`src/adcf_pkg.sv`:
```
// Contract
// - content code 00 result, 01 adds channel id
// - code 10 adds id, status, channel config
// - debug bit replaces data with 1010 0110
// - parity enable appends one parity bit
// - parity writes ignored until write unlock
// - calibration code picks range, 110/111 mean 5.0
// - margin register 19h holds 5-bit code
// - register 1ah enables the margin code
// - register 1bh holds half-reference margin setting
// - reserved bits read zero, host never writes (bench sets them with the unlock key and the 30h write)
// - parity, calibration, margin registers reset zero
// - fixed length pads to 16 or 32
// - margin enable bit 0 off, 1 on
package adcf_pkg;

	localparam logic [7:0] ADDR_UNLOCK      = 8'h00;
	localparam logic [7:0] ADDR_LENGTH_CTL  = 8'h0c;
	localparam logic [7:0] ADDR_WORD_CTL    = 8'h10;
	localparam logic [7:0] ADDR_PARITY_CTL  = 8'h11;
	localparam logic [7:0] ADDR_OFFSET_CAL  = 8'h18;
	localparam logic [7:0] ADDR_REF_MARGIN  = 8'h19;
	localparam logic [7:0] ADDR_MARGIN_EN   = 8'h1a;
	localparam logic [7:0] ADDR_HALF_MARGIN = 8'h1b;

	// writing this value opens the locked registers, anything else closes them
	localparam logic [7:0] UNLOCK_KEY = 8'haa;

	// writable-bit masks; every other bit is reserved and reads zero
	localparam logic [7:0] MASK_UNLOCK      = 8'h01;
	localparam logic [7:0] MASK_LENGTH_CTL  = 8'h01;
	localparam logic [7:0] MASK_WORD_CTL    = 8'h31;
	localparam logic [7:0] MASK_PARITY_CTL  = 8'h04;
	localparam logic [7:0] MASK_OFFSET_CAL  = 8'h07;
	localparam logic [7:0] MASK_REF_MARGIN  = 8'h1f;
	localparam logic [7:0] MASK_MARGIN_EN   = 8'h01;
	localparam logic [7:0] MASK_HALF_MARGIN = 8'h71;

	localparam int FIXED_LEN_BIT     = 0;
	localparam int CONTENT_LSB       = 4;
	localparam int DEBUG_BIT         = 0;
	localparam int PARITY_BIT        = 2;
	localparam int MARGIN_ON_BIT     = 0;
	localparam int HALF_ON_BIT       = 0;
	localparam int HALF_CODE_LSB     = 4;

	localparam logic [7:0] RESET_VALUE = 8'h00;

	typedef enum logic [1:0] {
		ADCF_FMT_RESULT = 2'h0,
		ADCF_FMT_ID     = 2'h1,
		ADCF_FMT_FULL   = 2'h2,
		ADCF_FMT_RSVD   = 2'h3
	} adcf_fmt_t;

	localparam logic [7:0] DEBUG_PATTERN = 8'ha6;
	localparam logic [5:0] DEBUG_LEN     = 6'h08;
	localparam logic [5:0] ID_BITS       = 6'h04;
	localparam logic [5:0] FULL_BITS     = 6'h0a;
	localparam logic [5:0] SHORT_FRAME   = 6'h10;
	localparam logic [5:0] LONG_FRAME    = 6'h20;
	localparam logic [2:0] RANGE_5V0     = 3'h0;

endpackage : adcf_pkg

```
`src/adcf_regs.sv`:
```
// Local design decision: the strobed register port.
`timescale 1ns/100ps
`default_nettype none
module adcf_regs #(
	parameter int RES_W = 16
) (
	input  wire logic              core_clk,
	input  wire logic              rst,
	input  wire logic [7:0]        reg_addr,
	input  wire logic [7:0]        reg_wdata,
	input  wire logic              reg_wr,
	input  wire logic              reg_rd,
	output logic      [7:0]        reg_rdata_q,
	input  wire logic              frame_start,
	input  wire logic [RES_W-1:0]  conv_result,
	input  wire logic [3:0]        chan_id,
	input  wire logic [3:0]        dev_status,
	input  wire logic [1:0]        chan_cfg,
	output logic                   frame_valid_q,
	output logic [31:0]            frame_word_q,
	output logic [5:0]             frame_len_q,
	output adcf_pkg::adcf_fmt_t    frame_content_q,
	output logic                   parity_on_q,
	output logic                   fixed_pattern_debug_enable_q,
	output logic                   fixed_length_output_mode_q,
	output logic [2:0]             ref_range_q,
	output logic [4:0]             reference_margin_code_q,
	output logic                   reference_margin_on_q,
	output logic [2:0]             half_reference_buffer_code_q,
	output logic                   half_reference_buffer_on_q
);
	import adcf_pkg::*;

	// 110 and 111 alias the 5.0 volt setting
	function automatic logic [2:0] norm_range(input logic [2:0] code);
		norm_range = (code[2:1] == 2'b11) ? RANGE_5V0 : code;
	endfunction : norm_range

	// data bits before parity and padding
	function automatic logic [5:0] content_len(input adcf_fmt_t fmt);
		unique case (fmt)
			ADCF_FMT_ID:   content_len = 6'(RES_W) + ID_BITS;
			ADCF_FMT_FULL: content_len = 6'(RES_W) + FULL_BITS;
			default:       content_len = 6'(RES_W);
		endcase
	endfunction : content_len

	// ---------------- register file ----------------
	logic       unlock_q, unlock_d;
	logic [7:0] length_ctl_q, length_ctl_d;
	logic [7:0] word_ctl_q, word_ctl_d;
	logic [7:0] parity_ctl_q, parity_ctl_d;
	logic [7:0] offset_cal_q, offset_cal_d;
	logic [7:0] ref_margin_q, ref_margin_d;
	logic [7:0] margin_en_q, margin_en_d;
	logic [7:0] half_margin_q, half_margin_d;
	logic [7:0] reg_rdata_d;

	always_comb begin
		unlock_d      = unlock_q;
		length_ctl_d  = length_ctl_q;
		word_ctl_d    = word_ctl_q;
		parity_ctl_d  = parity_ctl_q;
		offset_cal_d  = offset_cal_q;
		ref_margin_d  = ref_margin_q;
		margin_en_d   = margin_en_q;
		half_margin_d = half_margin_q;
		if (reg_wr) begin
			// reserved bits are masked so a stray write cannot set them
			unique case (reg_addr)
				ADDR_UNLOCK:      unlock_d = (reg_wdata == UNLOCK_KEY);
				ADDR_LENGTH_CTL:  if (unlock_q) length_ctl_d = reg_wdata & MASK_LENGTH_CTL;
				ADDR_WORD_CTL:    if (unlock_q) word_ctl_d = reg_wdata & MASK_WORD_CTL;
				ADDR_PARITY_CTL:  if (unlock_q) parity_ctl_d = reg_wdata & MASK_PARITY_CTL;
				ADDR_OFFSET_CAL:  offset_cal_d = reg_wdata & MASK_OFFSET_CAL;
				ADDR_REF_MARGIN:  ref_margin_d = reg_wdata & MASK_REF_MARGIN;
				ADDR_MARGIN_EN:   margin_en_d = reg_wdata & MASK_MARGIN_EN;
				ADDR_HALF_MARGIN: half_margin_d = reg_wdata & MASK_HALF_MARGIN;
				default: ;
			endcase
		end
		reg_rdata_d = 8'h00;
		if (reg_rd) begin
			unique case (reg_addr)
				ADDR_UNLOCK:      reg_rdata_d = {7'h00, unlock_q};
				ADDR_LENGTH_CTL:  reg_rdata_d = length_ctl_q & MASK_LENGTH_CTL;
				ADDR_WORD_CTL:    reg_rdata_d = word_ctl_q & MASK_WORD_CTL;
				ADDR_PARITY_CTL:  reg_rdata_d = parity_ctl_q & MASK_PARITY_CTL;
				ADDR_OFFSET_CAL:  reg_rdata_d = offset_cal_q & MASK_OFFSET_CAL;
				ADDR_REF_MARGIN:  reg_rdata_d = ref_margin_q & MASK_REF_MARGIN;
				ADDR_MARGIN_EN:   reg_rdata_d = margin_en_q & MASK_MARGIN_EN;
				ADDR_HALF_MARGIN: reg_rdata_d = half_margin_q & MASK_HALF_MARGIN;
				default:          reg_rdata_d = 8'h00;
			endcase
		end
	end

	always_ff @(posedge core_clk) begin
		if (rst) begin
			unlock_q      <= 1'b0;
			length_ctl_q  <= RESET_VALUE;
			word_ctl_q    <= RESET_VALUE;
			parity_ctl_q  <= RESET_VALUE;
			offset_cal_q  <= RESET_VALUE;
			ref_margin_q  <= RESET_VALUE;
			margin_en_q   <= RESET_VALUE;
			half_margin_q <= RESET_VALUE;
			reg_rdata_q   <= 8'h00;
		end else begin
			unlock_q      <= unlock_d;
			length_ctl_q  <= length_ctl_d;
			word_ctl_q    <= word_ctl_d;
			parity_ctl_q  <= parity_ctl_d;
			offset_cal_q  <= offset_cal_d;
			ref_margin_q  <= ref_margin_d;
			margin_en_q   <= margin_en_d;
			half_margin_q <= half_margin_d;
			reg_rdata_q   <= reg_rdata_d;
		end
	end

	// ---------------- analog controls ----------------
	// update in the same cycle as the registers; the analog side needs no frame sync
	logic [2:0] ref_range_d;
	logic [4:0] margin_code_d;
	logic       margin_on_d;
	logic [2:0] half_code_d;
	logic       half_on_d;

	always_comb begin
		ref_range_d   = norm_range(offset_cal_d[2:0]);
		margin_on_d   = margin_en_d[MARGIN_ON_BIT];
		// code is only passed on while margining is on
		margin_code_d = margin_on_d ? ref_margin_d[4:0] : 5'h00;
		half_on_d     = half_margin_d[HALF_ON_BIT];
		half_code_d   = half_margin_d[HALF_CODE_LSB +: 3];
	end

	always_ff @(posedge core_clk) begin
		if (rst) begin
			ref_range_q                  <= 3'h0;
			reference_margin_code_q      <= 5'h00;
			reference_margin_on_q        <= 1'b0;
			half_reference_buffer_code_q <= 3'h0;
			half_reference_buffer_on_q   <= 1'b0;
		end else begin
			ref_range_q                  <= ref_range_d;
			reference_margin_code_q      <= margin_code_d;
			reference_margin_on_q        <= margin_on_d;
			half_reference_buffer_code_q <= half_code_d;
			half_reference_buffer_on_q   <= half_on_d;
		end
	end

	// ---------------- frame builder ----------------
	// settings are copied only at frame_start so a frame never mixes two setups
	adcf_fmt_t   content_d;
	logic        parity_on_d;
	logic        debug_d;
	logic        fixed_d;
	logic        frame_valid_d;
	logic [31:0] frame_word_d;
	logic [5:0]  frame_len_d;
	logic [5:0]  data_len;
	logic [31:0] payload;
	logic        parity_bit;

	always_comb begin
		content_d     = frame_content_q;
		parity_on_d   = parity_on_q;
		debug_d       = fixed_pattern_debug_enable_q;
		fixed_d       = fixed_length_output_mode_q;
		frame_word_d  = frame_word_q;
		frame_len_d   = frame_len_q;
		frame_valid_d = 1'b0;
		data_len      = 6'h00;
		payload       = 32'h0;
		parity_bit    = 1'b0;
		if (frame_start) begin
			frame_valid_d = 1'b1;
			content_d     = adcf_fmt_t'(word_ctl_q[CONTENT_LSB +: 2]);
			parity_on_d   = parity_ctl_q[PARITY_BIT];
			debug_d       = word_ctl_q[DEBUG_BIT];
			fixed_d       = length_ctl_q[FIXED_LEN_BIT];
			// reserved code 11 is handled as result only
			data_len = content_len(content_d);
			payload  = 32'({conv_result, chan_id, dev_status, chan_cfg}) << (22 - RES_W);
			payload  = payload & ~(32'hffffffff >> data_len);
			parity_bit = ^payload;
			if (debug_d) begin
				frame_word_d = {DEBUG_PATTERN, 24'h0};
				data_len     = DEBUG_LEN;
			end else if (parity_on_d) begin
				frame_word_d = payload | (32'h80000000 >> data_len);
				if (!parity_bit) begin
					frame_word_d = payload;
				end
				data_len = data_len + 6'h01;
			end else begin
				frame_word_d = payload;
			end
			if (fixed_d) begin
				frame_len_d = (data_len <= SHORT_FRAME) ? SHORT_FRAME : LONG_FRAME;
			end else begin
				frame_len_d = data_len;
			end
		end
	end

	always_ff @(posedge core_clk) begin
		if (rst) begin
			frame_content_q              <= ADCF_FMT_RESULT;
			parity_on_q                  <= 1'b0;
			fixed_pattern_debug_enable_q <= 1'b0;
			fixed_length_output_mode_q   <= 1'b0;
			frame_valid_q                <= 1'b0;
			frame_word_q                 <= 32'h0;
			frame_len_q                  <= 6'h00;
		end else begin
			frame_content_q              <= content_d;
			parity_on_q                  <= parity_on_d;
			fixed_pattern_debug_enable_q <= debug_d;
			fixed_length_output_mode_q   <= fixed_d;
			frame_valid_q                <= frame_valid_d;
			frame_word_q                 <= frame_word_d;
			frame_len_q                  <= frame_len_d;
		end
	end
endmodule : adcf_regs
`default_nettype wire

```
`config.mk`:
```
export PLATFORM = sky130hd
export DESIGN_NAME = adcf_regs
export DESIGN_NICKNAME = d
export VERILOG_FILES = /design/src/adcf_pkg.sv /design/src/adcf_regs.sv
export SDC_FILE = /design/constraint.sdc
export NUM_CORES = 1
export LEC_CHECK = 0
export BUFFER_PORTS_ARGS = -buffer_cell sky130_fd_sc_hd__buf_2
export CAP_MARGIN = 25
export CORE_UTILIZATION = 45
export CTS_BUF_LIST = sky130_fd_sc_hd__clkbuf_16
export CTS_CLUSTER_SIZE = 40
export DETAILED_ROUTE_END_ITERATION = 16
export PLACE_DENSITY = 0.73
export SYNTH_ARGS = -nofsm -noshare
export SYNTH_HDL_FRONTEND = slang
export SYNTH_SLANG_ARGS = --single-unit
```
`constraint.sdc`:
```
create_clock -name core_clk -period 2.7 [get_ports core_clk]
set_input_delay 0.54 -clock core_clk [delete_from_list [all_inputs] [get_ports core_clk]]
set_output_delay 0.54 -clock core_clk [all_outputs]
set_load 0.01 [all_outputs]
```
# Word level (Yosys, flattened, before mapping)
# Index checks and enable logic that the tools add are counted.
# totals
reg_bits,83
in_bits,47
out_inout_bits,65
wordCells,69
# op_classes
add_sub_neg,1
order_cmp,1
eq_ne,11
shifts,2
n_mux,20
bitwise,5
reduce_logical,9
# ops
operator,n
2-to-1 mux 32 bit,3
>> shifter 32 x 6 -> 32 bit (first input constant),2
one-hot mux 7 bit (8 select lines),1
equality test 8 x 5 -> 1 bit (second input constant),6
2-to-1 mux 6 bit,6
AND 32 bit,1
NOT 32 bit,1
OR 32 bit,1
XOR reduction 32 bit,1
2-to-1 mux 7 bit,2
2-to-1 mux 5 bit,2
AND reduction 3 bit,3
equality test 8 x 4 -> 1 bit (second input constant),1
equality test 8 bit (second input constant),1
zero test 8 bit,1
one-hot mux 4 bit (2 select lines),1
adder 6 x 1 -> 6 bit (second input constant),1
less-or-equal comparator 6 x 5 -> 1 bit (second input constant),1
2-to-1 mux 3 bit,2
OR reduction 2 bit,3
equality test 2 bit (second input constant),2
2-to-1 mux 1 bit,3
equality test 2 x 1 -> 1 bit (second input constant),1
NOT 1 bit,2
AND reduction 2 bit,1

# Longest topological paths before layout
# Gate-level depths: netlist (run 1).
# depth
depth_word,10
mapped_depth,9

# Worst setup path after synthesis (run 1)
# No wires, ideal clock.
# synth_timing
path_kind,reg-to-reg
start,reg word_ctl_q[4]
end,reg frame_word_q[1]
arrival_time_ns,1.837
t_required_ns,2.583
slack_ns,0.746
stages_incl_launch_ff,8
synth_period_minus_slack_ns,1.954
cell_sequence,dfxtp_1 -> inv_1 -> ha_1 -> nor2_1 -> xnor3_1 -> xnor2_2 -> and3_4 -> a22o_1
# synth_between
elab_chain_len,10
# synth_rtl
item,line,source
start: declaration,adcf_regs.sv:51,"logic [7:0] word_ctl_q, word_ctl_d;"
start signal: assignment,adcf_regs.sv:112,word_ctl_q <= word_ctl_d;
equality test 2 bit or equality test 2 x 1 -> 1 bit (tied branches),adcf_regs.sv:41,unique case (fmt)
one-hot mux 4 bit (2 select lines) *,adcf_regs.sv:41,
2-to-1 mux 6 bit *,adcf_regs.sv:179,if (frame_start) begin
>> shifter 32 x 6 -> 32 bit,adcf_regs.sv:188,payload = payload & ~(32'hffffffff >> data_len);
NOT 32 bit,adcf_regs.sv:188,
AND 32 bit,adcf_regs.sv:188,
XOR reduction 32 bit or OR 32 bit (tied branches),"adcf_regs.sv:189, adcf_regs.sv:194",
2-to-1 mux 32 bit,adcf_regs.sv:195,if (!parity_bit) begin
2-to-1 mux 32 bit *,adcf_regs.sv:193,end else if (parity_on_d) begin
2-to-1 mux 32 bit *,adcf_regs.sv:190,if (debug_d) begin
end signal: assignment,adcf_regs.sv:225,frame_word_q <= frame_word_d;
end: declaration,adcf_regs.sv:20,"output logic [31:0] frame_word_q,"
# Mark *: on every way between the ends. The rest lies on a longest branch, timed or not. The select of a mux whose other input is x is not followed.
# A chain may end at the register's enable or synchronous reset.

# Final worst setup path (run 1)
# layout_timing
start,reg word_ctl_q[5]
end,reg frame_word_q[1]
# The elaborated chain is that of the path after synthesis.

==> results of run 1 <==
-- placed cells by master (no fill, tap or decap), types with 6 or more instances in the layout --
master     synthesis  routed
nor2_1            68      68
xnor2_1           18      18
dfxtp_1           75      75
nand2_1           29      29
clkbuf_16          0       9
inv_1              7       8
a22oi_1           14      14
nor2b_1            6       6
buf_2              2     107
nand3_1           13      13
a21oi_1           15      15
mux2i_1           26      26
-- synthesized netlist by cell type (2+ instances only) --
library cell / count
a21oi_1: 15
a22o_1: 3
a22oi_1: 14
a31oi_1: 4
a32oi_1: 2
and3_1: 2
buf_1: 4
buf_2: 2
buf_4: 4
clkbuf_1: 12
dfxtp_1: 75
ha_1: 4
inv_1: 7
mux2i_1: 26
nand2_1: 29
nand3_1: 13
nand4_1: 5
nor2_1: 68
nor2b_1: 6
nor3_1: 3
nor3b_1: 5
nor4_1: 2
o21ai_1: 3
o22ai_1: 4
xnor2_1: 18
xnor2_2: 3
xor2_1: 2
-- report_power, final --
| group | leakage, nW | switching (mW) | internal, mW |
|---|---|---|---|
| combinational | 1.13 | 0.144 | 0.118 |
| sequential | 0.608 | 0.00775 | 1.12 |
| clock | 0.160 | 0.435 | 0.798 |
-- worst min path at each step --
| stage | endpoint | slack, ns | cells past startpoint |
|---|---|---|---|
| 2_1_floorplan | reg_rdata_q[3] | 0.45 | 1 |
| 3_3_place_gp | reg_rdata_q[6] | 0.43 | 2 |
| 3_5_place_dp | reg_rdata_q[6] | 0.44 | 2 |
| 4_1_cts | reg_rdata_q[6] | 0.45 | 2 |
| 5_1_grt | reg_rdata_q[6] | 0.47 | 2 |
| 6_report | reg_rdata_q[6] | 0.45 | 2 |
-- cell type report --
type	instances	area [um2]	share of cell area [%]
Timing Repair Buffer	112	573.1	13.78
Multi-Input combinational cell	255	1625	39.08
Clock inverter	7	83.83	2.016
Tap cell	96	120.1	2.888
Clock buffer	9	225.2	5.415
Inverter	8	30.03	0.7220
Sequential cell	75	1501	36.10
-- cells by family (layout without fill, tap and decap cells) --
logic type                 count (synthesis)  after routing
AOI/OAI and AO/OA                         50             50
xor gates and xnor gates                  24             24
adders and majority gates                  4              4
buffers and inverters                     30            136
DFF                                       75             75
muxes                                     28             28
other                                      1              4
and+or+nand+nor                          145            145
-- routing by layer --
layer / up-vias / GRT usage (%) / wire length [um]
met3: 10 / 4.265 / 545
met2: 108 / 33.29 / 3544
met4: 0 / 8.182 / 107
li1: 1424 / - / -
met5: - / 0 / 0
met1: 1314 / 29.34 / 3619
-- worst max-delay path, stage by stage (launching register included) --
cell and delay, ns:
dfxtp_1 0.44, ha_1 0.33, nand2_1 0.13, xnor2_2 0.16, xnor3_1 0.38, xnor2_2 0.16, and3_4 0.19, a22o_1 0.22
-- sequential cells by signal (all words and copies together), names as in the netlist --
register / count
parity_ctl_q: 1
frame_word_q: 29
offset_cal_q: 3
fixed_pattern_debug_enable_q: 1
length_ctl_q: 1
unlock_q: 1
reference_margin_on_q: 1
frame_content_q: 2
word_ctl_q: 3
reg_rdata_q: 7
parity_on_q: 1
frame_valid_q: 1
ref_margin_q: 5
half_margin_q: 4
ref_range_q: 3
fixed_length_output_mode_q: 1
frame_len_q: 6
reference_margin_code_q: 5
==> impl_metrics.tcl, run 1 <==
set metrics [dict create \
    yosysTopAreaCell "dfxtp_1" \
    first_pass_iters 4 \
    power_mw 2.627 \
    cts_root_buf "clkbuf_16" \
    maxCapViolCount 0 \
    clkSlewWorstSetupHoldPaths_ns 0.05 \
    yosys.area_share.adder_pct 1.542 \
    post_cts_buffers 0 \
    grt.total_usage_pct 21.40 \
    antenna_found_initial 0 \
    synth.distinct_cells 49 \
    coreArea_um2 6869 \
    ys_ff_latch 75 \
    cp_data_arrival_time_ns 2.33 \
    synthCells 357 \
    crit_fanout 7 \
    rr_worst_depth 7 \
    synth_enable_flop_cells 0 \
    nNetsFinal 512 \
    viasPerCell 5.082 \
    wl_per_cell_um 13.91 \
    max_freq_mhz 471.5 \
    outcome "finished, final reports clean" \
    synth_area_leaders "dfxtp_1, mux2i_1, nor2_1" \
    cts_max_level 3 \
    crit_path_end "frame_word_q[1]" \
    peakVddDrop_uv 463.1 \
    clk_latency_ns 0.32 \
    ioPinCount 112 \
    fillers 613 \
    critical_path_class "flop to flop" \
    fin_crit_sh_pct 78.55 \
    ys_warn_count 0 \
    preCtsSetupSlack_ns 0.4418 \
    synth_top_area_share_pct 46.26 \
    ys_seq_area_share_pct 46.26 \
    final_util_pct 60.55 \
    synth-simple-area-share_pct 21.36 \
    p_per_area_nw_per_um2 631.7 \
    drc_errors 0 \
    period_minus_slack_ns 2.121 \
    worst_slew_pin_slew_ns 0.7214 \
    dp_cells 546 \
    fin_worst_skew_ns 0.005349 \
    dp_hpwl_mm 5.716 \
    cts_tree "built" \
    cts_hold_buf 0 \
    synth_top_family_by_area "simple AND/OR/NAND/NOR gates" \
    max_slew_margin_pct 51.46 \
    rr_endpoint "frame_word_q[1]" \
    grt_setup_unrepaired "false" \
    layout.cells.non_filler 562 \
    grt_pass1_wl_mm 12.45 \
    min-delay-start "half_margin_q[6]" \
    ant_nets 0 \
    power_leakage_nw 1.897 \
    hold_class "flop to flop" \
    die_y_um 86.93 \
    die_area_um2 7556 \
    drive_above_1_share_pct 29.61 \
    syn2layout_area_growth_pct 28.14 \
    clock-sinks 75 \
    finalWeightedCongestion 0.8507 \
    grt_max_degree 28 \
    tns_ns 0 \
    final_max_slew_viol_count 0 \
    grt.overflow.total 0 \
    synthMuxAreaShare_pct 9.059 \
    crit_path_start "word_ctl_q[5]" \
    post_cts_resized 0 \
    postLayoutCellArea_um2 4159 \
    cp-start-kind "flop" \
    critPathRequiredTime_ns 2.91 \
    initialDrtViolationCount 217 \
    syn_area_um2 3246 \
    hold_slack_ns 0.4488 \
    cts.path.max_buffers 2 \
    yosys_most_used_dff "dfxtp_1" \
    synthArstFlopShare_pct 0 \
    synth_area_per_cell_um2 9.091 \
    end_kind "flop" \
    setup_ws_ns 0.5793 \
    cts_buffers 9 \
    die-width_um 86.93 \
    num_vias 2856 \
    placed_area_um2 3850 \
    start_util_pct 47.25 \
    finalWirelength_mm 7.817 \
    grt_pass1_vias 2588 \
    row_count 30 \
    synthXorXnorAreaFrac_pct 7.594 \
    rr_startpoint "word_ctl_q[5]" \
    synth_compound_area_share_pct 10.06 \
    hold_violations 0 \
    setup_viol 0 \
    port_buffers 107 \
    antenna-diode-count 0 \
    r2r_slack_ns 0.58 \
]
(Power assumes the default switching activity.)
==> run 2, diff against run 1 <==
==> constraint.sdc (replaced) <==
create_clock -name core_clk -period 2 [get_ports core_clk]
set_input_delay 0.4 -clock core_clk [delete_from_list [all_inputs] [get_ports core_clk]]
set_output_delay 0.4 -clock core_clk [all_outputs]
set_load 0.01 [all_outputs]
==> run 2 against run 1 <==
Net effect: cell count up 2.7%; core utilization grew 2.3 points; first-iteration DRC count shrank 18%; largest power group unchanged.
==> impl_metrics.tcl, run 2 (same netlist as run 1, synthesis figures left out) <==
set metrics [dict create \
    cts_max_level 3 \
    max_freq_mhz 520.8 \
    initialDrtViolationCount 177 \
    critPathRequiredTime_ns 2.23 \
    cts_buffers 9 \
    drc_errors 0 \
    crit_fanout 3 \
    viasPerCell 5.075 \
    grt_setup_unrepaired "false" \
    fin_worst_skew_ns 0.005821 \
    antenna_found_initial 0 \
    antenna-diode-count 0 \
    crit_slowest_cell "xnor3_1" \
    grt_pass1_wl_mm 12.94 \
    fillers 612 \
    path_common_cell "xnor2_2" \
    setup_viol 0 \
    outcome "finished, final reports clean" \
    final_util_pct 62.88 \
    cp-start-kind "flop" \
    cts_tree "built" \
    path_cells "inv_1, ha_1, nand2_1, xnor2_2, xnor3_1, xnor2_2, and3_4, a22o_1" \
    power_leakage_nw 1.991 \
    power_mw 3.824 \
    post_cts_resized 0 \
    multiInputGateArea_um2 1625 \
    grt.total_usage_pct 22.22 \
    port_buffers 107 \
    row_count 30 \
    preCtsSetupSlack_ns -0.01859 \
    die_area_um2 7556 \
    hold_violations 0 \
    wl_per_cell_um 13.79 \
    post_cts_buffers 0 \
    finalWeightedCongestion 0.8538 \
    largest_reg_flops 29 \
    grt_pass1_vias 2832 \
    crit_buf_inv 1 \
    layout.cells.non_filler 577 \
    syn2layout_area_growth_pct 33.08 \
    critPathMaxStageDelay_ns 0.37 \
    nNetsFinal 527 \
    start_util_pct 47.25 \
    coreArea_um2 6869 \
    path_delay_family "XOR/XNOR gates" \
    cts_hold_buf 0 \
    dp_cells 561 \
    clkSlewWorstSetupHoldPaths_ns 0.06 \
    dp_hpwl_mm 5.946 \
    ioPinCount 112 \
    period_minus_slack_ns 1.920 \
    final_max_slew_viol_count 0 \
    clock-sinks 75 \
    final_common_cell "buf_2" \
    die_y_um 86.93 \
    setup_ws_ns 0.07994 \
    die-width_um 86.93 \
    drive_above_1_share_pct 31.39 \
    critical_path_class "flop to flop" \
    cts.path.max_buffers 2 \
    ant_nets 0 \
    finalWirelength_mm 7.959 \
    num_vias 2928 \
    seqCellArea_um2 1501 \
    p_per_area_nw_per_um2 885.4 \
    postLayoutCellArea_um2 4319 \
    maxCapViolCount 0 \
    cp_data_arrival_time_ns 2.15 \
    grt_max_degree 24 \
    hold_slack_ns 0.3318 \
    fin_crit_sh_pct 96.00 \
    final_cell_mix "buf_2, dfxtp_1, nor2_1" \
    cts_root_buf "clkbuf_16" \
    grt.overflow.total 0 \
    reg.largest.list "frame_word_q: 29 flops, reg_rdata_q: 7 flops, frame_len_q: 6 flops" \
    tns_ns 0 \
    clk_latency_ns 0.33 \
    placed_area_um2 3963 \
    end_kind "flop" \
    peakVddDrop_uv 527.3 \
    hold_class "primary input to flop" \
    regMostFlops "frame_word_q" \
    first_pass_iters 4 \
]
==> run 2: layout make-up <==
| cell class | instances | area share [%] |
|---|---|---|
| timing repair buffer | 127 | 15.87 |
| multi-input combinational | 255 | 37.63 |
| clock buffer | 9 | 5.214 |
| inverter | 8 | 0.6952 |
| tap | 96 | 2.781 |
| sequential | 75 | 34.76 |
| clock inverter | 7 | 3.042 |
==> run 2: per-layer routing <==
metal / wire (um) / share of wire [%] / vias up / track usage, %
li1: - / - / 1457 / -
met2: 3743 / 47 / 88 / 35.08
met5: 0 / 0 / - / 0
met1: 3658 / 46 / 1371 / 29.05
met4: 129 / 1.6 / 0 / 10.45
met3: 428 / 5.4 / 12 / 4.739
==> run 2: tightest hold or removal path, stage by stage <==
cell     delay (ns)
buf_2          0.10
a22oi_1        0.06
nor2_1         0.07
==> run 2: final timing paths <==
| check | cells after the start | slack, ns | to | from |
|---|---|---|---|---|
| worst max-delay path | 8 | 0.08 | frame_word_q[1] | word_ctl_q[4] |
| worst min-delay path | 3 | 0.33 | frame_word_q[24] | conv_result[8] |
| worst max register to register | 8 | 0.08 | frame_word_q[1] | word_ctl_q[4] |
| worst min register to register | 2 | 0.45 | reg_rdata_q[6] | half_margin_q[6] |
==> run 2: power breakdown <==
group	switching, mW	leakage, nW	internal (mW)
Sequential	0.0105	0.608	1.52
Clock	0.589	0.176	1.33
Combinational	0.198	1.21	0.179
